===== config.mk =====
export PLATFORM = sky130hd
export DESIGN_NAME = nvc_ctrl_flat
export DESIGN_NICKNAME = d
export VERILOG_FILES = /design/src/logic/nvc_pkg.sv /design/src/logic/nvc_if.sv /design/src/logic/nvc_ctrl.sv /design/src/flat_wrapper.sv
export SDC_FILE = /design/constraint.sdc
export NUM_CORES = 1
export LEC_CHECK = 0
export BUFFER_PORTS_ARGS = -buffer_cell sky130_fd_sc_hd__buf_2
export CAP_MARGIN = 20
export CORE_ASPECT_RATIO = 0.6
export CORE_MARGIN = 1
export CORE_UTILIZATION = 52
export DETAILED_ROUTE_END_ITERATION = 7
export PLACE_DENSITY_LB_ADDON = 0.1
export SLEW_MARGIN = 20
export SYNTH_ARGS = -nofsm -noshare
export SYNTH_HDL_FRONTEND = slang
export SYNTH_SLANG_ARGS = --single-unit

===== constraint.sdc =====
create_clock -name clk_i -period 5.5 [get_ports clk_i]
set_input_delay 0.55 -clock clk_i [delete_from_list [all_inputs] [get_ports clk_i]]
set_output_delay 0.55 -clock clk_i [all_outputs]
set_load 0.05 [all_outputs]

===== src/logic/nvc_pkg.sv =====
// package of constants and types for the nonvolatile byte store access controller
//**********************************************************************
// Contract
// - nine-bit linear address, high register bit 0
// - software loads address before any access
// - data register holds program byte or read byte
// - mode bits pick atomic, erase, write, reserved
// - mode writes ignored while busy
// - reset clears mode unless still programming; here every reset clears mode and stops the array timer
// - ready interrupt while idle and enabled
// - master enable self-clears after four cycles
// - program starts only within master window
// - busy bit holds until program time ends
// - program launch stalls processor two cycles
// - read strobe fetches byte, stalls four cycles
// - busy blocks reads and address changes
// - software polls busy before read strobe
// - top control bits read zero
// - busy refuses every other array operation
// - write-only onto unerased byte gives undefined data
// - program timing from oscillator timebase
//**********************************************************************
package nvc_pkg;
	localparam int unsigned NVC_ADDR_W = 9;
	localparam logic [8:0] NVC_DEPTH_LAST = 9'h1ff;
	// register offsets in the processor's i/o space
	localparam logic [5:0] NVC_OFS_CTRL = 6'h1c;
	localparam logic [5:0] NVC_OFS_DATA = 6'h1d;
	localparam logic [5:0] NVC_OFS_ADRL = 6'h1e;
	localparam logic [5:0] NVC_OFS_ADRH = 6'h1f;
	// control register field positions
	localparam int unsigned NVC_BIT_READ = 0;
	localparam int unsigned NVC_BIT_PROG = 1;
	localparam int unsigned NVC_BIT_MASTER = 2;
	localparam int unsigned NVC_BIT_RIE = 3;
	localparam int unsigned NVC_BIT_MODE_LO = 4;
	localparam int unsigned NVC_BIT_MODE_HI = 5;
	localparam logic [7:0] NVC_DATA_RESET = 8'h00;
	localparam logic [1:0] NVC_MODE_RESET = 2'h0;
	// cycle figures seen by the processor
	localparam logic [2:0] NVC_MASTER_CYCLES = 3'h4;
	localparam logic [2:0] NVC_PROG_STALL_CYCLES = 3'h2;
	localparam logic [2:0] NVC_READ_STALL_CYCLES = 3'h4;
	// program times in microseconds, counted in oscillator ticks
	localparam int unsigned NVC_T_ATOMIC_US = 3400;
	localparam int unsigned NVC_T_SPLIT_US = 1800;
	localparam int unsigned NVC_TICK_US = 1;
	localparam int unsigned NVC_ATOMIC_TICKS = NVC_T_ATOMIC_US / NVC_TICK_US;
	localparam int unsigned NVC_SPLIT_TICKS = NVC_T_SPLIT_US / NVC_TICK_US;
	localparam int unsigned NVC_CNT_W = 12;
	typedef enum logic [1:0] {
		NVC_MODE_ATOMIC = 2'h0,
		NVC_MODE_ERASE = 2'h1,
		NVC_MODE_WRITE = 2'h2,
		NVC_MODE_RSVD = 2'h3
	} nvc_mode_t;
	typedef enum logic [1:0] {
		NVC_OP_NONE = 2'h0,
		NVC_OP_READ = 2'h1,
		NVC_OP_PROG = 2'h2
	} nvc_op_t;
endpackage


===== src/logic/nvc_if.sv =====
// interface joining the access controller to the byte array end
`timescale 1ns/1ns
interface nvc_if;
	import nvc_pkg::*;
	logic op_valid;
	nvc_op_t op_kind;
	nvc_mode_t op_mode;
	logic [NVC_ADDR_W-1:0] op_addr;
	logic [7:0] op_wdata;
	logic [7:0] rd_data;
	logic prog_done;
	logic osc_tick;
	modport ctrl (
		output op_valid, op_kind, op_mode, op_addr, op_wdata,
		input rd_data, prog_done, osc_tick
	);
	modport array (
		input op_valid, op_kind, op_mode, op_addr, op_wdata,
		output rd_data, prog_done, osc_tick
	);
endinterface


===== src/logic/nvc_ctrl.sv =====
// processor-side register block for the nonvolatile byte store
`timescale 1ns/1ns
module nvc_ctrl (
	input wire logic clk_i,
	input wire logic rst_i,
	input wire logic [5:0] io_addr_i,
	input wire logic io_wr_i,
	input wire logic io_rd_i,
	input wire logic [7:0] io_wdata_i,
	output logic [7:0] io_rdata_o,
	input wire logic global_irq_en_i,
	output logic ready_irq_o,
	output logic cpu_stall_o,
	nvc_if.ctrl link
);
	import nvc_pkg::*;
	//**********************************************************************
	// registers
	//**********************************************************************
	logic [NVC_ADDR_W-1:0] addr_reg;
	logic [7:0] data_reg;
	logic [1:0] mode_reg;
	logic rie_reg;
	logic busy_reg;
	logic [2:0] master_cnt_reg;
	logic [2:0] stall_cnt_reg;
	logic read_pend_reg;
	logic wr_ctrl;
	logic start_prog;
	logic start_read;
	logic master_open;
	assign wr_ctrl = io_wr_i && io_addr_i == NVC_OFS_CTRL;
	assign master_open = master_cnt_reg != 3'h0;
	assign start_prog = wr_ctrl && io_wdata_i[NVC_BIT_PROG] && master_open && !busy_reg
		&& mode_reg != NVC_MODE_RSVD;
	assign start_read = wr_ctrl && io_wdata_i[NVC_BIT_READ] && !busy_reg && !start_prog;
	// address is unknown after reset, so it has no reset term
	always_ff @(posedge clk_i) begin
		if (io_wr_i && !busy_reg) begin
			if (io_addr_i == NVC_OFS_ADRL) begin
				addr_reg[7:0] <= io_wdata_i;
			end
			if (io_addr_i == NVC_OFS_ADRH) begin
				addr_reg[8] <= io_wdata_i[0];
			end
		end
	end
	always_ff @(posedge clk_i or posedge rst_i) begin
		if (rst_i) begin
			data_reg <= NVC_DATA_RESET;
		end else if (read_pend_reg) begin
			data_reg <= link.rd_data;
		end else if (io_wr_i && io_addr_i == NVC_OFS_DATA) begin
			data_reg <= io_wdata_i;
		end
	end
	// reset also stops the array timer, so no run outlives it and the mode always clears
	always_ff @(posedge clk_i or posedge rst_i) begin
		if (rst_i) begin
			mode_reg <= NVC_MODE_RESET;
		end else if (wr_ctrl && !busy_reg) begin
			mode_reg <= io_wdata_i[NVC_BIT_MODE_HI:NVC_BIT_MODE_LO];
		end
	end
	always_ff @(posedge clk_i or posedge rst_i) begin
		if (rst_i) begin
			rie_reg <= 1'b0;
		end else if (wr_ctrl) begin
			rie_reg <= io_wdata_i[NVC_BIT_RIE];
		end
	end
	always_ff @(posedge clk_i or posedge rst_i) begin
		if (rst_i) begin
			master_cnt_reg <= 3'h0;
		end else if (wr_ctrl && io_wdata_i[NVC_BIT_MASTER]) begin
			master_cnt_reg <= NVC_MASTER_CYCLES;
		end else if (master_open) begin
			master_cnt_reg <= master_cnt_reg - 3'h1;
		end
	end
	// cleared together with the array timer: a busy flag left standing would lock out every access
	always_ff @(posedge clk_i or posedge rst_i) begin
		if (rst_i) begin
			busy_reg <= 1'b0;
		end else if (start_prog) begin
			busy_reg <= 1'b1;
		end else if (link.prog_done) begin
			busy_reg <= 1'b0;
		end
	end
	always_ff @(posedge clk_i or posedge rst_i) begin
		if (rst_i) begin
			read_pend_reg <= 1'b0;
		end else begin
			read_pend_reg <= start_read;
		end
	end
	always_ff @(posedge clk_i or posedge rst_i) begin
		if (rst_i) begin
			stall_cnt_reg <= 3'h0;
		end else if (start_read) begin
			stall_cnt_reg <= NVC_READ_STALL_CYCLES;
		end else if (start_prog) begin
			stall_cnt_reg <= NVC_PROG_STALL_CYCLES;
		end else if (stall_cnt_reg != 3'h0) begin
			stall_cnt_reg <= stall_cnt_reg - 3'h1;
		end
	end
	//**********************************************************************
	// outputs
	//**********************************************************************
	assign cpu_stall_o = stall_cnt_reg != 3'h0;
	assign ready_irq_o = rie_reg && global_irq_en_i && !busy_reg;
	assign link.op_valid = start_prog || start_read;
	assign link.op_kind = start_prog ? NVC_OP_PROG : (start_read ? NVC_OP_READ : NVC_OP_NONE);
	assign link.op_mode = nvc_mode_t'(mode_reg);
	assign link.op_addr = addr_reg;
	assign link.op_wdata = data_reg;
	always_comb begin
		io_rdata_o = 8'h00;
		if (io_rd_i) begin
			case (io_addr_i)
				NVC_OFS_CTRL: io_rdata_o = {2'b00, mode_reg, rie_reg, master_open,
					busy_reg, 1'b0};
				NVC_OFS_DATA: io_rdata_o = data_reg;
				NVC_OFS_ADRL: io_rdata_o = addr_reg[7:0];
				NVC_OFS_ADRH: io_rdata_o = {7'h00, addr_reg[8]};
				default: io_rdata_o = 8'h00;
			endcase
		end
	end
endmodule


===== src/flat_wrapper.sv =====
// flat-port wrapper written by rule: the top's interface ports become plain ports
module nvc_ctrl_flat import nvc_pkg::*;
  (clk_i, rst_i, io_addr_i, io_wr_i, io_rd_i, io_wdata_i, io_rdata_o, global_irq_en_i, ready_irq_o, cpu_stall_o, link_op_valid, link_op_kind, link_op_mode, link_op_addr, link_op_wdata, link_rd_data, link_prog_done, link_osc_tick);
  nvc_if link_i ();
  input wire logic clk_i;
  input wire logic rst_i;
  input wire logic [5:0] io_addr_i;
  input wire logic io_wr_i;
  input wire logic io_rd_i;
  input wire logic [7:0] io_wdata_i;
  output logic [7:0] io_rdata_o;
  input wire logic global_irq_en_i;
  output logic ready_irq_o;
  output logic cpu_stall_o;
  output wire logic [$bits(link_i.op_valid)-1:0] link_op_valid;
  output wire logic [$bits(link_i.op_kind)-1:0] link_op_kind;
  output wire logic [$bits(link_i.op_mode)-1:0] link_op_mode;
  output wire logic [$bits(link_i.op_addr)-1:0] link_op_addr;
  output wire logic [$bits(link_i.op_wdata)-1:0] link_op_wdata;
  input wire logic [$bits(link_i.rd_data)-1:0] link_rd_data;
  input wire logic [$bits(link_i.prog_done)-1:0] link_prog_done;
  input wire logic [$bits(link_i.osc_tick)-1:0] link_osc_tick;
  assign link_op_valid = link_i.op_valid;
  assign link_op_kind = link_i.op_kind;
  assign link_op_mode = link_i.op_mode;
  assign link_op_addr = link_i.op_addr;
  assign link_op_wdata = link_i.op_wdata;
  assign link_i.rd_data = link_rd_data;
  assign link_i.prog_done = link_prog_done;
  assign link_i.osc_tick = link_osc_tick;
  nvc_ctrl u_core (.clk_i(clk_i), .rst_i(rst_i), .io_addr_i(io_addr_i), .io_wr_i(io_wr_i), .io_rd_i(io_rd_i), .io_wdata_i(io_wdata_i), .io_rdata_o(io_rdata_o), .global_irq_en_i(global_irq_en_i), .ready_irq_o(ready_irq_o), .cpu_stall_o(cpu_stall_o), .link(link_i));
endmodule

# After elaboration in Yosys (flattened, before gate mapping)
# Cells that the tools add are included.
[totals]
reg_bits = 28
latch_bits = 0
ram_bits = 0
rom_bits = 0
in_bits = 29
elab_cells = 54
memories = 0
[op_classes]
n_addsub = 2
n_mul = 0
div = 0
order_cmp = 0
eq_ne = 5
shift = 0
mux = 13
n_bitwise = 0
reduce_logical = 25
[op_table]
columns = ["cell", "count"]
rows = [
  ["one-hot mux 8 bit (4 select lines)", 1],
  ["equality test 6 x 5 -> 1 bit (second input constant)", 4],
  ["2-to-1 mux 8 bit", 3],
  ["2-to-1 mux 3 bit", 5],
  ["logical AND 1 bit", 14],
  ["nonzero test 3 bit", 3],
  ["nonzero test 2 bit", 3],
  ["subtractor 3 x 1 -> 3 bit (second input constant)", 2],
  ["AND reduction 2 bit", 2],
  ["2-to-1 mux 1 bit", 3],
  ["logical NOT 1 bit", 2],
  ["2-to-1 mux 2 bit", 1],
  ["!= test 2 bit (second input constant)", 1],
  ["logical OR 1 bit", 1],
]

# Logic depth before layout (Yosys ltp)
[depth]
depth_word = 10
depth_mapped = 6

# Worst setup path after synthesis
# No wires, ideal clock.
[synth_timing]
path_type = "in2out"
startpoint = "input io_addr_i[5]"
endpoint = "output io_rdata_o[1]"
arrival_ps = 1981
path_slack_ps = 2969
path_stages = 5
path_buffers = 2
cell_sequence = "and4b_1 -> buf_6 -> buf_4 -> nand2_1 -> a21oi_1"
[synth_between]
elab_chain_cells = 3
word_cells_on_any_way = 6
cone_classes = "eq/ne: 4; mux: 2"
[synth_lines]
columns = ["item", "line", "rtl"]
rows = [
  ["from (decl)", "flat_wrapper.sv:7", "input wire logic [5:0] io_addr_i;"],
  ["equality test 6 x 5 -> 1 bit", "nvc_ctrl.sv:122", "case (io_addr_i)"],
  ["one-hot mux 8 bit (4 select lines) *", "nvc_ctrl.sv:122", ""],
  ["2-to-1 mux 8 bit *", "nvc_ctrl.sv:121", "if (io_rd_i) begin"],
  ["to (decl)", "flat_wrapper.sv:11", "output logic [7:0] io_rdata_o;"],
]
# Mark *: on every way between the ends. The rest lies on a longest branch, timed or not.

# Worst setup path after layout
[layout_timing]
startpoint = "input io_addr_i[5]"
endpoint = "output io_rdata_o[3]"
# Same word-level chain as after synthesis.

==> metrics.cfg <==
[status]
status=completed

[clock_network]
ctsLongestPathBuffers=2
numCtsBuffers=3
cts-root-buf=clkbuf_8
cts_hold_buffers=0
cts_resized=0
cts_tree=done
cts_setup_buffers=0
clkSinkCount=28
clkLatencyLatePin_ns=0.28
htree_levels=1
clk_pin_slew_worst_paths_ns=0.10

[critical_path]
critPathCaptureType=output port
start_kind=input port
critPathMaxFanout=15
reg2regPathDepth=5
crit_required_ns=4.95
path_class=in -> out
cp.arrival_ns=2.18

[placed_design]
pre_cts_slack_ns=2.795
gp_congestion=0.8913
dp_hpwl_um=3058
placed_cell_area_um2=1861
io_buffers=59
dp_cells=242

[grt]
antenna_found_initial=0
grt_first_pass_wirelength_um=6113
grt_pass1_vias=1223
grt_max_degree=20
grt-ovfl-total=0
track_usage_pct=26.08

[synth]
netlist_top_cells_area=dfrtp_1 30%, edfxtp_1 17%, a21oi_1 4.5%, a41oi_1 4.5%, nor2b_1 4.4%
synthesis.area_um2=1563
ys_seq_area_share_pct=47.72
yosysUniqueCellTypes=42
syn_avg_cell_area_um2=10.35
synth_nets=184
synthCells=151
ys_warn_count=0
synth_top_area_share_pct=30.42
synth_top_cell_by_area=dfrtp_1
ys_ff_latch=28

[power]
p_int_mw=0.4052
swShare_pct=38.61
p_switching_mw=0.2549
finalPower_mw=0.6601
comb_power_share_pct=39.7
powerDensity_nw_per_um2=346.4
p_leak_nw=0.9033
peakVddDrop_v=0.0002007
p_clk_share_pct=17.3
seq_power_share_pct=43.0

[layout]
final_common_cell=buf_2
postLayoutCellArea_um2=1906
nFillCells=210
final_cell_count_no_fill=246
fin_nets=240
final_cell_mix=59 x buf_2, 19 x dfrtp_1, 14 x a21oi_1, 14 x nand2_1, 11 x nor2b_1
syn_to_final_growth_pct=21.94
drive_gt1_share_pct=35.44
num_antenna_cells=0
final_core_util_pct=71.10
largest_reg_flops=9

[sta]
hold_viol_final=0
finalSetupTns_ns=0
fin_skew_ns=0.008804
max_freq_mhz=366.0
setup_violations=0
holdWs_ns=0.3946
slew_headroom_pct=42.91
setup_slack_ns=2.768
drv_slew=0
rsz0062_at_grt=false
tightest_slew_ns=0.8546
fin_crit_ns=2.732
finalCritPeriodShare_pct=49.67

[floorplan]
core_region_area_um2=2680
rows=14
chipHeight_um=44.47
ios=61
start_util_pct=58.31
die_x_um=72.77
dieArea_um2=3236

[routing]
dr.first_iter.drc_count=117
wl_per_cell_um=15.98
drc_errors=0
wirelength_um=3930
vias=1398
firstDrtPassIters=4
via_per_inst=5.683
antenna_left=0

[min_path]
hold_class=in -> async

[run]
maxCapViolCount=0

==> synth_stat cells, drive strengths merged <==
| cell | count |
|---|---|
| inv | 8 |
| a221oi | 1 |
| nor2b | 11 |
| nand2 | 15 |
| nor4 | 1 |
| nor2 | 8 |
| dfrtp | 19 |
| a2bb2oi | 1 |
| o2bb2ai | 1 |
| o211ai | 1 |
| and3b | 1 |
| ha | 4 |
| a21oi | 14 |
| nor4b | 1 |
| o21ai | 9 |
| a41oi | 8 |
| nor3 | 1 |
| and4b | 1 |
| nand3 | 3 |
| o21a | 1 |
| a22oi | 3 |
| nand2b | 2 |
| o31ai | 1 |
| buf | 7 |
| and4 | 1 |
| mux2 | 9 |
| clkbuf | 2 |
| nand3b | 1 |
| or2b | 1 |
| and3 | 1 |
| edfxtp | 9 |
| a31oi | 1 |
| nand4b | 1 |
| a221o | 1 |
| xnor2 | 2 |
==> per-layer routing <==
layer	global-route usage (%)	wire, um
met5	0	0
met4	4.706	11
met3	5.467	298
met2	40.93	1779
met1	38.07	1840
==> power groups by stage <==
stage | clock network, mW | registers, mW | logic [mW]
6_report | 0.114 | 0.284 | 0.262
4_1_cts | 0.114 | 0.283 | 0.263
3_3_place_gp | 0 | 0.283 | 0.252
3_5_place_dp | 0 | 0.287 | 0.263
2_1_floorplan | 0 | 0.333 | 0.149
5_1_grt | 0.124 | 0.287 | 0.288
==> area by class of cell <==
cell class	count	area [um^2]	share of cell area [%]
timing repair buffer	60	302.8	15.89
multi-input combinational	106	732.0	38.41
tap	40	50.05	2.626
sequential	28	745.7	39.13
clock buffer	3	41.29	2.167
inverter	8	30.03	1.576
clock inverter	1	3.754	0.1970
==> path summary, 6_finish.rpt <==
check | from | to | slack [ns]
worst max-delay path | io_addr_i[5] | io_rdata_o[3] | 2.77
worst min-delay path | rst_i | u_core.busy_reg | 0.39
worst max register to register | u_core.master_cnt_reg[0] | u_core.read_pend_reg | 3.99
worst min register to register | u_core.rie_reg | u_core.rie_reg | 0.52
max in group asynchronous | rst_i | u_core.master_cnt_reg[1] | 4.62
min in group clk_i | io_wdata_i[6] | u_core.link.op_addr[6] | 0.47
==> cells by family (layout without fill, tap and decap cells) <==
| logic type | after synthesis | after routing | share of synthesized area (%) |
|---|---|---|---|
| AO/OA/AOI/OAI | 42 | 42 | 17.46 |
| adder cells (fa/ha/maj) | 4 | 4 | 3.203 |
| AND/OR/NAND/NOR | 49 | 49 | 18.10 |
| buffers and inverters | 17 | 72 | 5.444 |
| XOR/XNOR | 2 | 2 | 1.121 |
| multiplexers | 9 | 9 | 6.965 |
| flip-flops | 28 | 28 | 47.72 |
==> critical path: stages <==
cell     delay [ns]
buf_2          0.10
and4b_1        0.65
nand2_1        0.37
a21oi_1        0.22
buf_2          0.29
No activity file was read; power rests on OpenSTA's default activity.
